[src/verilog/nfh_map.vh]
// Constants for the NAND flash pin-level host controller.
// Assumes a 200 MHz clock; all times in ns, counts in clock cycles.
`ifndef NFH_MAP_VH
`define NFH_MAP_VH

`define NFH_CLK_NS 5
// Write strobe low time and high time
`define NFH_T_WP_NS 25
`define NFH_T_WH_NS 25
`define NFH_WP_CYC ((`NFH_T_WP_NS + `NFH_CLK_NS - 1) / `NFH_CLK_NS)
`define NFH_WH_CYC ((`NFH_T_WH_NS + `NFH_CLK_NS - 1) / `NFH_CLK_NS)
// Output strobe low time and high time
`define NFH_T_RP_NS 30
`define NFH_T_REH_NS 20
`define NFH_RP_CYC ((`NFH_T_RP_NS + `NFH_CLK_NS - 1) / `NFH_CLK_NS)
`define NFH_REH_CYC ((`NFH_T_REH_NS + `NFH_CLK_NS - 1) / `NFH_CLK_NS)
// Write strobe high to busy, and write high to output strobe low
`define NFH_T_WB_NS 100
`define NFH_WB_CYC ((`NFH_T_WB_NS + `NFH_CLK_NS - 1) / `NFH_CLK_NS)
`define NFH_T_WHR_NS 60
`define NFH_WHR_CYC ((`NFH_T_WHR_NS + `NFH_CLK_NS - 1) / `NFH_CLK_NS)
// Chip select high hold to break a sequential read
`define NFH_T_CEH_NS 100
`define NFH_CEH_CYC ((`NFH_T_CEH_NS + `NFH_CLK_NS - 1) / `NFH_CLK_NS)

// Request kinds on the user port
`define NFH_OP_CMD 2'h0
`define NFH_OP_ADDR 2'h1
`define NFH_OP_WDATA 2'h2
`define NFH_OP_RDATA 2'h3

// Command codes
`define NFH_CMD_READ1A 8'h00
`define NFH_CMD_READ1B 8'h01
`define NFH_CMD_READ2 8'h50
`define NFH_CMD_ERASE1 8'h60
`define NFH_CMD_ERASE2 8'hd0
`define NFH_CMD_PROG1 8'h80
`define NFH_CMD_PROG2 8'h10

`endif

[src/verilog/nfh_buf2.v]
// Two-entry valid/ready buffer for read data bytes.
// Assumes one clock; drain side may stall at any time.
`timescale 1ns/1ps
module nfh_buf2 (
	input wire clk,
	input wire resetn,
	input wire in_valid,
	output wire in_ready,
	input wire [7:0] in_data,
	output wire out_valid,
	input wire out_ready,
	output wire [7:0] out_data
);
	reg [7:0] mem [0:1];
	reg wr_ptr;
	reg rd_ptr;
	reg [1:0] count;
	wire push;
	wire pop;

	assign in_ready = (count != 2'h2);
	assign out_valid = (count != 2'h0);
	assign out_data = mem[rd_ptr];
	assign push = in_valid && in_ready;
	assign pop = out_valid && out_ready;

	always @(posedge clk) begin
		if (!resetn) begin
			wr_ptr <= 1'b0;
			rd_ptr <= 1'b0;
			count <= 2'h0;
			mem[0] <= 8'h00;
			mem[1] <= 8'h00;
		end else begin
			if (push) begin
				mem[wr_ptr] <= in_data;
				wr_ptr <= ~wr_ptr;
			end
			if (pop)
				rd_ptr <= ~rd_ptr;
			if (push && !pop)
				count <= count + 2'h1;
			else if (pop && !push)
				count <= count - 2'h1;
		end
	end
endmodule // nfh_buf2

[src/verilog/nfh_host.v]
// Host controller driving a byte-wide NAND flash over its pins.
// Assumes flash pins are synchronous to clk; read bytes leave via a buffer.
// Behaviour
// - Command cycles: command strobe high, write pulse
// - Address cycles: address strobe high, write pulse
// - Spare deselect held low unless chosen
// - Never program or erase invalid blocks other than block 0
// - Address as column, low row, high row
// - Erase is setup, rows, execute command
`timescale 1ns/1ps
`include "nfh_map.vh"
module nfh_host (
	input wire clk,
	input wire resetn,
	input wire req_valid,
	output wire req_ready,
	input wire [1:0] req_op,
	input wire [7:0] req_data,
	input wire req_last,
	input wire spare_off,
	input wire [9:0] bad_block,
	input wire bad_block_hit,
	output wire rd_valid,
	input wire rd_ready,
	output wire [7:0] rd_data,
	output reg refused,
	output wire flash_ready,
	output reg cmd_latch,
	output reg addr_latch,
	output reg chip_sel_n,
	output reg write_strobe_n,
	output reg output_strobe_n,
	output reg write_guard_n,
	output reg spare_desel,
	input wire [7:0] shared_port_lines_in,
	output reg [7:0] shared_port_lines_out,
	output reg shared_port_lines_oe,
	input wire ready_busy_in
);
	localparam ST_IDLE = 3'h0;
	localparam ST_WLOW = 3'h1;
	localparam ST_WHIGH = 3'h2;
	localparam ST_RWAIT = 3'h3;
	localparam ST_RLOW = 3'h4;
	localparam ST_RHIGH = 3'h5;
	localparam ST_DESEL = 3'h6;
	// Counter loads, one less than the cycles each phase lasts
	localparam [7:0] WP_LOAD = `NFH_WP_CYC - 1;
	localparam [7:0] WH_LOAD = `NFH_WH_CYC - 1;
	localparam [7:0] RP_LOAD = `NFH_RP_CYC - 1;
	localparam [7:0] REH_LOAD = `NFH_REH_CYC - 1;
	localparam [7:0] WB_LOAD = `NFH_WB_CYC - 1;
	localparam [7:0] WHR_LOAD = `NFH_WHR_CYC - 1;
	localparam [7:0] CEH_LOAD = `NFH_CEH_CYC - 1;

	reg [2:0] state;
	reg [2:0] next_state;
	reg [7:0] cnt;
	reg [1:0] addr_idx;
	reg erase_seq;
	reg prog_seq;
	reg [7:0] row_low;
	reg last_op;
	reg cap_valid;
	reg [7:0] cap_data;
	wire cap_ready;

	// Decodes a command byte that begins or ends a write sequence
	function is_write_cmd;
		input [7:0] c;
		begin
			is_write_cmd = (c == `NFH_CMD_PROG1) ||
				(c == `NFH_CMD_ERASE1) || (c == `NFH_CMD_PROG2) ||
				(c == `NFH_CMD_ERASE2);
		end
	endfunction

	// Block address from the two row bytes (row bits A14..A23)
	wire [9:0] cur_block = {req_data[6:0], row_low[7:5]};
	wire blk_bad = bad_block_hit && (cur_block == bad_block) &&
		(cur_block != 10'h000);
	wire idle = (state == ST_IDLE);
	wire rd_pend = (req_op == `NFH_OP_RDATA);
	assign req_ready = idle && (!rd_pend || cap_ready) &&
		(rd_pend ? ready_busy_in : 1'b1);
	wire take = req_valid && req_ready;
	// Refuse the row byte that names a known invalid block
	// Erase names the block at its second byte, program at its third
	wire bad_row = (req_op == `NFH_OP_ADDR) && blk_bad &&
		((erase_seq && addr_idx == 2'h1) ||
		(prog_seq && addr_idx == 2'h2));
	assign flash_ready = ready_busy_in;

	nfh_buf2 u_buf (
		.clk(clk),
		.resetn(resetn),
		.in_valid(cap_valid),
		.in_ready(cap_ready),
		.in_data(cap_data),
		.out_valid(rd_valid),
		.out_ready(rd_ready),
		.out_data(rd_data)
	);

	// ----------------------------------------------------------
	// Pin sequencer
	// ----------------------------------------------------------
	always @* begin
		next_state = state;
		case (state)
		ST_IDLE: begin
			if (take && !bad_row)
				next_state = rd_pend ? ST_RWAIT : ST_WLOW;
		end
		ST_WLOW: begin
			if (cnt == 8'h00)
				next_state = ST_WHIGH;
		end
		ST_WHIGH: begin
			if (cnt == 8'h00)
				next_state = ST_IDLE;
		end
		ST_RWAIT: begin
			if (cnt == 8'h00)
				next_state = ST_RLOW;
		end
		ST_RLOW: begin
			if (cnt == 8'h00)
				next_state = ST_RHIGH;
		end
		ST_RHIGH: begin
			if (cnt == 8'h00)
				next_state = last_op ? ST_DESEL : ST_IDLE;
		end
		ST_DESEL: begin
			if (cnt == 8'h00)
				next_state = ST_IDLE;
		end
		default: next_state = ST_IDLE;
		endcase
	end

	always @(posedge clk) begin
		if (!resetn) begin
			state <= ST_IDLE;
			cnt <= 8'h00;
			addr_idx <= 2'h0;
			erase_seq <= 1'b0;
			prog_seq <= 1'b0;
			row_low <= 8'h00;
			last_op <= 1'b0;
			cap_valid <= 1'b0;
			cap_data <= 8'h00;
			refused <= 1'b0;
			cmd_latch <= 1'b0;
			addr_latch <= 1'b0;
			chip_sel_n <= 1'b1;
			write_strobe_n <= 1'b1;
			output_strobe_n <= 1'b1;
			write_guard_n <= 1'b0;
			spare_desel <= 1'b0;
			shared_port_lines_out <= 8'h00;
			shared_port_lines_oe <= 1'b0;
		end else begin
			state <= next_state;
			cap_valid <= 1'b0;
			refused <= 1'b0;
			if (cnt != 8'h00)
				cnt <= cnt - 8'h01;
			case (state)
			ST_IDLE: begin
				if (take && bad_row) begin
					refused <= 1'b1;
					erase_seq <= 1'b0;
					prog_seq <= 1'b0;
					addr_idx <= 2'h0;
				end else if (take) begin
					chip_sel_n <= 1'b0;
					last_op <= req_last;
					spare_desel <= spare_off;
					if (rd_pend) begin
						cmd_latch <= 1'b0;
						addr_latch <= 1'b0;
						shared_port_lines_oe <= 1'b0;
						cnt <= WHR_LOAD;
					end else begin
						cmd_latch <= (req_op == `NFH_OP_CMD);
						addr_latch <= (req_op == `NFH_OP_ADDR);
						write_strobe_n <= 1'b0;
						shared_port_lines_out <= req_data;
						shared_port_lines_oe <= 1'b1;
						cnt <= WP_LOAD;
					end
					if (req_op == `NFH_OP_CMD) begin
						addr_idx <= 2'h0;
						if (req_data == `NFH_CMD_ERASE1)
							erase_seq <= 1'b1;
						else if (req_data == `NFH_CMD_PROG1)
							prog_seq <= 1'b1;
						else if (!is_write_cmd(req_data)) begin
							erase_seq <= 1'b0;
							prog_seq <= 1'b0;
						end
						write_guard_n <= is_write_cmd(req_data) ||
							erase_seq || prog_seq;
					end else if (req_op == `NFH_OP_ADDR) begin
						if (addr_idx != 2'h3)
							addr_idx <= addr_idx + 2'h1;
						if (addr_idx == (erase_seq ? 2'h0 : 2'h1))
							row_low <= req_data;
					end
				end
			end
			ST_WLOW: begin
				if (cnt == 8'h00) begin
					write_strobe_n <= 1'b1;
					cnt <= WH_LOAD;
				end
			end
			ST_WHIGH: begin
				if (cnt == 8'h00) begin
					cmd_latch <= 1'b0;
					addr_latch <= 1'b0;
					shared_port_lines_oe <= 1'b0;
					// Final erase/program command ends the sequence
					if (cmd_latch && (shared_port_lines_out ==
						`NFH_CMD_ERASE2 || shared_port_lines_out ==
						`NFH_CMD_PROG2)) begin
						erase_seq <= 1'b0;
						prog_seq <= 1'b0;
						cnt <= WB_LOAD;
						state <= ST_DESEL;
					end else if (last_op) begin
						cnt <= CEH_LOAD;
						state <= ST_DESEL;
					end
				end
			end
			ST_RWAIT: begin
				if (cnt == 8'h00) begin
					output_strobe_n <= 1'b0;
					cnt <= RP_LOAD;
				end
			end
			ST_RLOW: begin
				if (cnt == 8'h00) begin
					output_strobe_n <= 1'b1;
					cap_data <= shared_port_lines_in;
					cap_valid <= 1'b1;
					cnt <= last_op ? CEH_LOAD : REH_LOAD;
				end
			end
			ST_RHIGH: begin
				if (cnt == 8'h00 && last_op)
					chip_sel_n <= 1'b1;
			end
			ST_DESEL: begin
				// Chip select high is harmless during busy
				chip_sel_n <= 1'b1;
			end
			default: ;
			endcase
		end
	end
endmodule // nfh_host

[config.mk]
export PLATFORM = sky130hd
export DESIGN_NAME = nfh_host
export DESIGN_NICKNAME = d
export VERILOG_FILES = /design/src/verilog/nfh_buf2.v /design/src/verilog/nfh_host.v
export VERILOG_INCLUDE_DIRS = /design/src /design/src/verilog
export SDC_FILE = /design/constraint.sdc
export NUM_CORES = 1
export LEC_CHECK = 0
export BUFFER_PORTS_ARGS = -buffer_cell sky130_fd_sc_hd__buf_2
export CAP_MARGIN = 20
export CORE_UTILIZATION = 30
export CTS_CLUSTER_SIZE = 25
export DETAILED_ROUTE_END_ITERATION = 7
export GPL_ROUTABILITY_DRIVEN = 0
export GPL_TIMING_DRIVEN = 0
export PLACE_DENSITY = 0.51
export SYNTH_ARGS = -nofsm -noshare
export SYNTH_HDL_FRONTEND = slang
export SYNTH_SLANG_ARGS = --single-unit
[constraint.sdc]
create_clock -name clk -period 6.7 [get_ports clk]
set_input_delay 1.34 -clock clk [delete_from_list [all_inputs] [get_ports clk]]
set_output_delay 1.34 -clock clk [all_outputs]
set_load 0.05 [all_outputs]
=== Yosys cells after proc, flatten, opt, wreduce, memory -nomap -nowiden ===
Memories as Yosys holds them, arrays and structs flattened. A register that Yosys moved wholly into a read port is not among the register bits.
Cells that the tools add are included.

* Bits in registers: 54
* RAM bits: 16
* Bits of input ports: 36
* Output and inout bits: 28
* Logic and storage cells: 209
* Memories kept: 1

{| class="wikitable"
|+ Memories
! memory !! depth !! bits a word !! rd ports !! clocked after Yosys merged registers in !! write ports !! RTL line !! source
|-
| u_buf.mem || 2 || 8 || 1 || 1 || 2 || nfh_buf2.v:14 || <nowiki>reg [7:0] mem [0:1];</nowiki>
|}

* $add $sub $neg: 4
* Equality and inequality tests: 35
* Multiplexer cells: 83
* Bitwise operators: 5
* Reductions and logical operators: 59

{| class="wikitable"
|+ Operators by type and width
! operator !! number
|-
| 8-bit two-way mux || 10
|-
| 1-bit two-way mux || 42
|-
| 8-bit one-hot mux with 5 select lines || 1
|-
| 3-bit two-way mux || 11
|-
| 8-bit == test, second input constant || 3
|-
| 2-bit != test, second input constant || 10
|-
| 4-bit AND reduction || 5
|-
| 3-bit one-hot mux with 6 select lines || 1
|-
| 1-bit logical AND || 17
|-
| 8-bit by 5-bit == test with 1-bit output, second input constant || 2
|-
| 2-bit two-way mux || 8
|-
| 1-bit one-hot mux with 2 select lines || 7
|-
| 7-bit AND reduction || 2
|-
| 4-bit != test, second input constant || 3
|-
| 2-bit nonzero test || 6
|-
| 10-bit == test || 1
|-
| 10-bit nonzero test || 1
|-
| 3-bit == test, second input constant || 3
|-
| 3-bit nonzero test || 3
|-
| 8-bit by 7-bit == test with 1-bit output, second input constant || 1
|-
| 8-bit zero test || 1
|-
| 1-bit logical OR || 8
|-
| 8-bit nonzero test || 1
|-
| 8-bit OR reduction || 1
|-
| other kinds (23) || 38
|}

=== Longest topological paths before layout ===
Gate-level depths: netlist of the first run.

* Depth in word-level cells: 13
* Mapped depth: 11
* Mapped depth without buffers: 11

=== By module ===
From an unflattened synthesis of the first run, not the netlist that was laid out.

* Cell total of the unflattened synthesis: 393
* Area, all modules: 3420.8 um^2

{| class="wikitable"
|+ Modules (own cells, without submodules)
! module !! instances !! cells each !! area an instance (um^2) !! seq. area each (um^2)
|-
| nfh_host || 1 || 317 || 2477.4 || 900.9
|-
| nfh_buf2 || 1 || 76 || 943.4 || 580.6
|}

=== Worst setup path before layout of the first run ===
Ideal clock, no wire load.

* Kind: input to output
* From: in req_op[1]
* To: out req_ready
* Arrival: 2127 ps
* Required time: 5360 ps
* Slack: 3233 ps
* Stages: 3
* Path buffers: 0
* Path through: nand2_1 > a21oi_1 > nor2_1

* Cells in the longest elaborated chain, start to end: 5
* Elaborated cells between the ends (all ways): 6
* Those cells by class: eq/ne (1); mux (1); reduce/logical (4)

{| class="wikitable"
|+ RTL lines
! element !! RTL line !! source
|-
| start, declared || nfh_host.v:17 || <nowiki>input wire [1:0] req_op,</nowiki>
|-
| 2-bit == test (no source line) * || -- ||
|-
| 1-bit zero test || nfh_host.v:84 || <nowiki>assign req_ready = idle && (!rd_pend || cap_ready) &&</nowiki>
|-
| 1-bit logical OR || nfh_host.v:84 ||
|-
| 1-bit logical AND || nfh_host.v:84 ||
|-
| 1-bit logical AND * || nfh_host.v:84 ||
|-
| end, declared || nfh_host.v:16 || <nowiki>output wire req_ready,</nowiki>
|}

Mark *: on every way between the ends. The rest lies on a longest branch, timed or not.

=== Final worst setup path of the first run ===
Same ends and word-level chain as after synthesis.

==> run metrics, run 1 <==
fin crit period=~3.6 ns; Least-Margin Pin Slew=slightly below 0.9 ns; drt total wl=slightly below 10000 um; Synth Cell Area=0.00351 mm2; gr usage total=16.7%; Syn Inst Count=slightly below 400; Fmax=about 280 MHz; Reg clk slew, reported paths=roughly 0.060 ns; Cell Pwr Density=about 380 mW/mm2; # IOs=64; die area=0.0121 mm2; fillers=roughly 1200; CP required=around 5.4 ns; number of remaining DRC errors=0; # diodes=0; clock sinks=66; asr flop ratio synth=0%; DR top layer=met4; Worst Path Class, Setup=primary input to primary output; postcts setup bufs=0; startpoint types=primary input; Non-Filler Instances=608; Vias=3105; Crit. End Element=primary output; post-synthesis sequential element count=between 60 and 70; predominant post-synthesis flop cell=dfxtp_1; Yosys cell types=60; post-CTS sizing=0; Die Wd=about 110 um; aggregate global routing overflow=0; Final Cell Area=about 0.0043 mm2; Final Skew=roughly 0.0060 ns; DR iter-0 viols=200; number of flops mapped to enable cells by yosys=16; Setup TNS Final=0 ns; vias per std cell=5.11; TritonCTS clock tree=done; Slew headroom=about 41%; pre-CTS setup slack=3.13 ns; hpwl dp=around 7300 um; highest fanout seen on the critical path=7; Detail Route met3 WL=567 um; Post-DP Area=0.00400 mm2; Setup Viol. Count Final=0; synth warn=0; Static Leakage=between 1.5 and 2 nW; post-synthesis sequential area ratio=42.2%; layout cells sized above 1=21.9%; drt wl/cell=16.1 um; Slew Limit Fails=0; worst setup path startpoint=req_op[1]; Worst Hold Launch=cap_data[0]; Area growth, synth to finish=22.3%; Initial Util=between 30% and 40%; Max Root-Sink Buffers=2; height of the chip=between 100 and 150 um; total core area=0.0114 mm2; clk_lat worst skew=approximately 0.32 ns; TritonCTS Buffers=9; wire length on met1=4880 um; largest net degree at the start of global routing=13; fin crit share=53.4%; final hold vios=0; H-tree depth=3; outcome=completed; Total Power=about 1.6 mW; DR pass1 iterations=5; Avg Cell Area, Syn=9.05 um2; vias in the first global route=roughly 3000; RSZ-0062 raised after global routing=false; hold_ws=0.457 ns; Buffers on Ports=60; first-pass GRT wire length=about 15000 um; Peak VDD IR=~0.17 mV; worst r2r src=cnt[0]; metal2 WL=4260 um; antenna violations before repair=0; final core utilization=37.6%; post-synth net total=between 400 and 500; CTS Root Cell=clkbuf_16; setup slack after layout=3.12 ns; nets=between 500 and 600; WP data arrival=~2.2 ns; Cells after DPL=between 500 and 600; site row count=39; cts hold-fix bufs=0; Routed Antenna Nets=0; max-cap viol count=0; worst hold path type=flip-flop to flip-flop
==> cells by family (layout without fill, tap and decap cells) <==
logic type | count (synthesis) | count (layout) | synth area share, %
and+or+nand+nor | 160 | 160 | 24.9
AOI/OAI and AO/OA | 79 | 79 | 14.8
DFF | 66 | 66 | 42.2
buffers and inverters | 34 | 111 | 3.85
muxes | 23 | 23 | 6.91
xor gates and xnor gates | 18 | 18 | 4.49
adders and majority gates | 8 | 8 | 2.85
==> cells in the mapped netlist, types with 3 or more instances <==
library cell	instances	area, um2
nor3_1	15	75.1
or3b_2	3	26.3
dfxtp_1	50	1000
ha_1	8	100
nand2_1	52	195
a21oi_1	23	115
xor2_1	14	123
and3_1	3	18.8
nor4_1	7	43.8
mux2_2	10	113
nor4b_1	3	26.3
o21a_1	4	30.0
a31oi_1	3	18.8
clkbuf_1	16	60.1
nand4_1	3	18.8
buf_2	3	15.0
edfxtp_1	16	480
nor2b_1	3	18.8
nand3_1	8	40.0
mux2i_1	13	130
o22ai_1	7	43.8
a211oi_1	9	67.6
o21ai_0	15	75.1
or3_1	4	25.0
nor2_1	18	67.6
and2_1	16	100
xnor2_1	4	35.0
inv_1	11	41.3
nand2b_1	7	43.8
==> power breakdown <==
part	internal (mW)	switching, mW	total (mW)
Clock	0.286	0.177	0.463
Combinational	0.230	0.434	0.664
Sequential	0.464	0.0488	0.512
Total	0.980	0.659	1.64
==> cells in the final DEF (no fill, tap or decap), types with 3 or more instances in the layout <==
cell	count
buf_2	63
nand2_1	52
dfxtp_1	50
a21oi_1	23
nor2_1	18
and2_1	16
clkbuf_1	16
edfxtp_1	16
nor3_1	15
o21ai_0	15
xor2_1	14
mux2i_1	13
inv_1	11
mux2_2	10
a211oi_1	9
clkbuf_16	9
nand3_1	8
ha_1	8
o22ai_1	7
nor4_1	7
nand2b_1	7
xnor2_1	4
o21a_1	4
or3_1	4
and3_1	3
a31oi_1	3
or3b_2	3
nand4_1	3
nor4b_1	3
nor2b_1	3
clkinvlp_4	3
==> per-layer routing <==
metal | vias to the layer above | track usage [%]
met5 | - | 0
met4 | 0 | 4.70
met3 | 8 | 3.76
met2 | 99 | 26.6
met1 | 1453 | 22.5
li1 | 1545 | -
==> worst paths after layout <==
| path | end | slack, ns | cells after the start |
|---|---|---|---|
| setup / recovery | req_ready | 3.12 | 5 |
| hold / removal | cap_data[0] | 0.46 | 2 |
| setup reg to reg | cnt[0] | 3.43 | 10 |
| hold reg to reg | cap_data[0] | 0.46 | 2 |
==> worst max-delay path: stages <==
cell and delay (ns):
buf_2 0.19, nand2_1 0.07, a21oi_1 0.33, nor2_1 0.07, buf_2 0.23
==> final cells by class <==
class	count	area [um2]	area share, %
Inverter	12	45.0	1.05
Timing Repair Buffer	61	308	7.17
Sequential cell	66	1480	34.5
Clock buffer	9	225	5.24
Clock inverter	7	70.1	1.63
Buffer	22	90.1	2.10
Tap cell	143	179	4.17
Multi-Input combinational cell	288	1900	44.1
==> flip-flops by register name, indices dropped and copies added (netlist names), 2 cells and up, named ones only <==
name and count:
cnt 8, state 3, u_buf.mem 16, addr_idx 2, shared_port_lines_out 8, u_buf.count 2
row_low 3, cap_data 8
Power figures use the tool's default switching activity.
==> inputs of run 2 (changes only) <==
PLACE_DENSITY = 0.53   (was 0.51)
clock period = 3 ns   (was 6.7 ns; I/O delays follow)
==> run 2 against run 1 <==
Non-clock buffer count is 1 higher. Global-route usage rose by 0.26 points. Cell count rose by 0.16%. Via count rose by 2.1%. Power is 130% higher. Critical path type is now flip-flop to flip-flop. Critical endpoint is now cnt[0]. Highest routed layer is now met5.
==> run metrics, run 2 (synthesis gave the netlist of run 1 again) <==
Largest register FFs=16; site row count=39; Switching Fraction=about two fifths; Slew headroom=47.8%; Least-Margin Pin Slew=0.772 ns; Biggest register=u_buf.mem; commonest non-fill, non-tap cell in the layout=buf_2; total core area=between 0.01 and 0.015 mm2; startpoint types=flip-flop; Worst Path Class, Setup=flip-flop to flip-flop; height of the chip=between 100 and 150 um; Crit. End Element=flip-flop; drt total wl=slightly below 10000 um; H-tree depth=3; Final Skew=0.00477 ns; vias in the first global route=3078; hpwl dp=7280 um; crit path cell chain=inv_2, ha_2, or4b_4, nor2_4, clkinv_4, ha_1, o22ai_1, mux2_2, or3_1, o31a_1; vias per std cell=between 5 and 6; die area=roughly 0.012 mm2; Clock power frac=between 30 and 40%; Slowest-stage cell, CP=or4b_4; final core utilization=about two fifths; # IOs=64; outcome=completed; gr usage total=between 10% and 20%; TritonCTS clock tree=done; sequential share of power=approximately 30%; worst r2r src=cnt[0]; worst hold path type=flip-flop to flip-flop; Critical path destination=cnt[0]; DR iter-0 viols=~160; Static Leakage=1.67 nW; worst setup path startpoint=cnt[0]; final hold vios=0; first-pass GRT wire length=between 15000 and 20000 um; drt wl/cell=between 15 and 20 um; DR pass1 iterations=5; RSZ-0062 raised after global routing=false; TritonCTS Buffers=9; Max Root-Sink Buffers=2; r2r setup slk=0.12 ns; hold_ws=between 0.4 and 0.5 ns; # diodes=0; pre-CTS setup slack=-0.187 ns; Vias=roughly 3200; clk_lat worst skew=0.33 ns; Reg clk slew, reported paths=around 0.060 ns; CTS Root Cell=clkbuf_16; commonest non-fill, non-tap cells in the layout=buf_2 (64), nand2_1 (52), dfxtp_1 (50); Peak VDD IR=0.385 mV; Setup Viol. Count Final=0; max-cap viol count=0; Comb power frac=roughly two fifths; worst path bufs/invs=2; worst hold stages=2; Fmax=between 300 and 400 MHz; Cells after DPL=592; cts hold-fix bufs=0; WP data arrival=just over 3 ns; Area growth, synth to finish=23.5%; largest net degree at the start of global routing=14; critical path depth=10; Largest delay share family, worst path=simple AND/OR/NAND/NOR gates; fin crit share=between 90 and 100%; CP required=3.21 ns; Routed Antenna Nets=0; Buffers on Ports=60; number of remaining DRC errors=0; fillers=between 1000 and 1500; Internal Power=2.31 mW; Worst R2R End=cnt[0]; clock sinks=66; Die Wd=between 100 and 150 um; setup slack after layout=0.119 ns; highest fanout seen on the critical path=9; Slew Limit Fails=0; layout cells sized above 1=a little under a quarter; Net Switching=1.50 mW; nets=roughly 500; CP max stage delay=about 0.53 ns; Cell Pwr Density=a little under 900 mW/mm2; Initial Util=between 30% and 40%; Non-Filler Instances=a little over 600; R2R cell count=10; fin crit period=2.88 ns; antenna violations before repair=1; aggregate global routing overflow=0
## run 2: cell count changes in the layout (fill, tap and decap cells not counted), sizes merged
cell	previous run	this run
clkinvlp	3	1
buf	67	68
bufinv	1	2
inv	11	12
## run 2: repair_timing
action,in CTS,in global routing
endpoints found under the setup margin,1,1
resized for setup,2,2
buffers inserted,0,1
pin swaps,0,1
## run 2: layer usage
metal | part of all wire [%] | GRT usage (%)
met3 | 6.6 | 4.12
met2 | 43 | 26.4
met1 | 48 | 22.5
met4 | 2.1 | 6.58
met5 | 0.10 | 0
## run 2: worst min-delay path by stage
stage	from	endpoint	slack, ns
floorplan	cap_data[0]	cap_data[0]	0.44
global placement	cap_data[4]	cap_data[4]	0.44
detailed placement	cap_data[5]	cap_data[5]	0.45
CTS	cap_data[5]	cap_data[5]	0.46
global route	cap_data[5]	cap_data[5]	0.49
finish	cap_data[5]	cap_data[5]	0.46
## run 2: final cells by class
class / instances / area [um2] / area share (%)
sequential: 66 / 1480 / 34.1
clock buffer: 9 / 225 / 5.19
inverter: 12 / 50.0 / 1.15
tap: 143 / 179 / 4.12
clock inverter: 7 / 103 / 2.36
buffer: 22 / 90.1 / 2.08
multi-input combinational: 288 / 1900 / 43.7
timing repair buffer: 62 / 313 / 7.21
## run 2: power by group through the flow
| stage | logic [mW] | registers (mW) | clock network (mW) |
|---|---|---|---|
| 5_1_grt | 1.65 | 1.17 | 1.21 |
| 6_report | 1.51 | 1.15 | 1.15 |
| 2_1_floorplan | 1.00 | 1.27 | 0 |
| 3_3_place_gp | 1.45 | 1.16 | 0 |
| 4_1_cts | 1.48 | 1.14 | 1.17 |
| 3_5_place_dp | 1.45 | 1.16 | 0 |
## run 2: metrics by stage
| step | setup TNS, ns | total power, mW | instance area [um2] |
|---|---|---|---|
| 2_1_floorplan | 0 | 2.28 | 3510 |
| 3_3_place_gp | -0.211 | 2.60 | 3990 |
| 3_5_place_dp | -0.187 | 2.62 | 4000 |
| 4_1_cts | 0 | 3.79 | 4330 |
| 5_1_grt | 0 | 4.03 | 4340 |
| 6_report | 0 | 3.81 | 4340 |
## run 2: worst register-to-register path, delay by kind of cell, from the launching register on
kind                       cells  cell delay [ns]
AOI/OAI and AO/OA              2             0.33
and+or+nand+nor                3             1.03
adders and majority gates      2             0.57
DFF                            1             0.34
buffers and inverters          2             0.24
muxes                          1             0.26
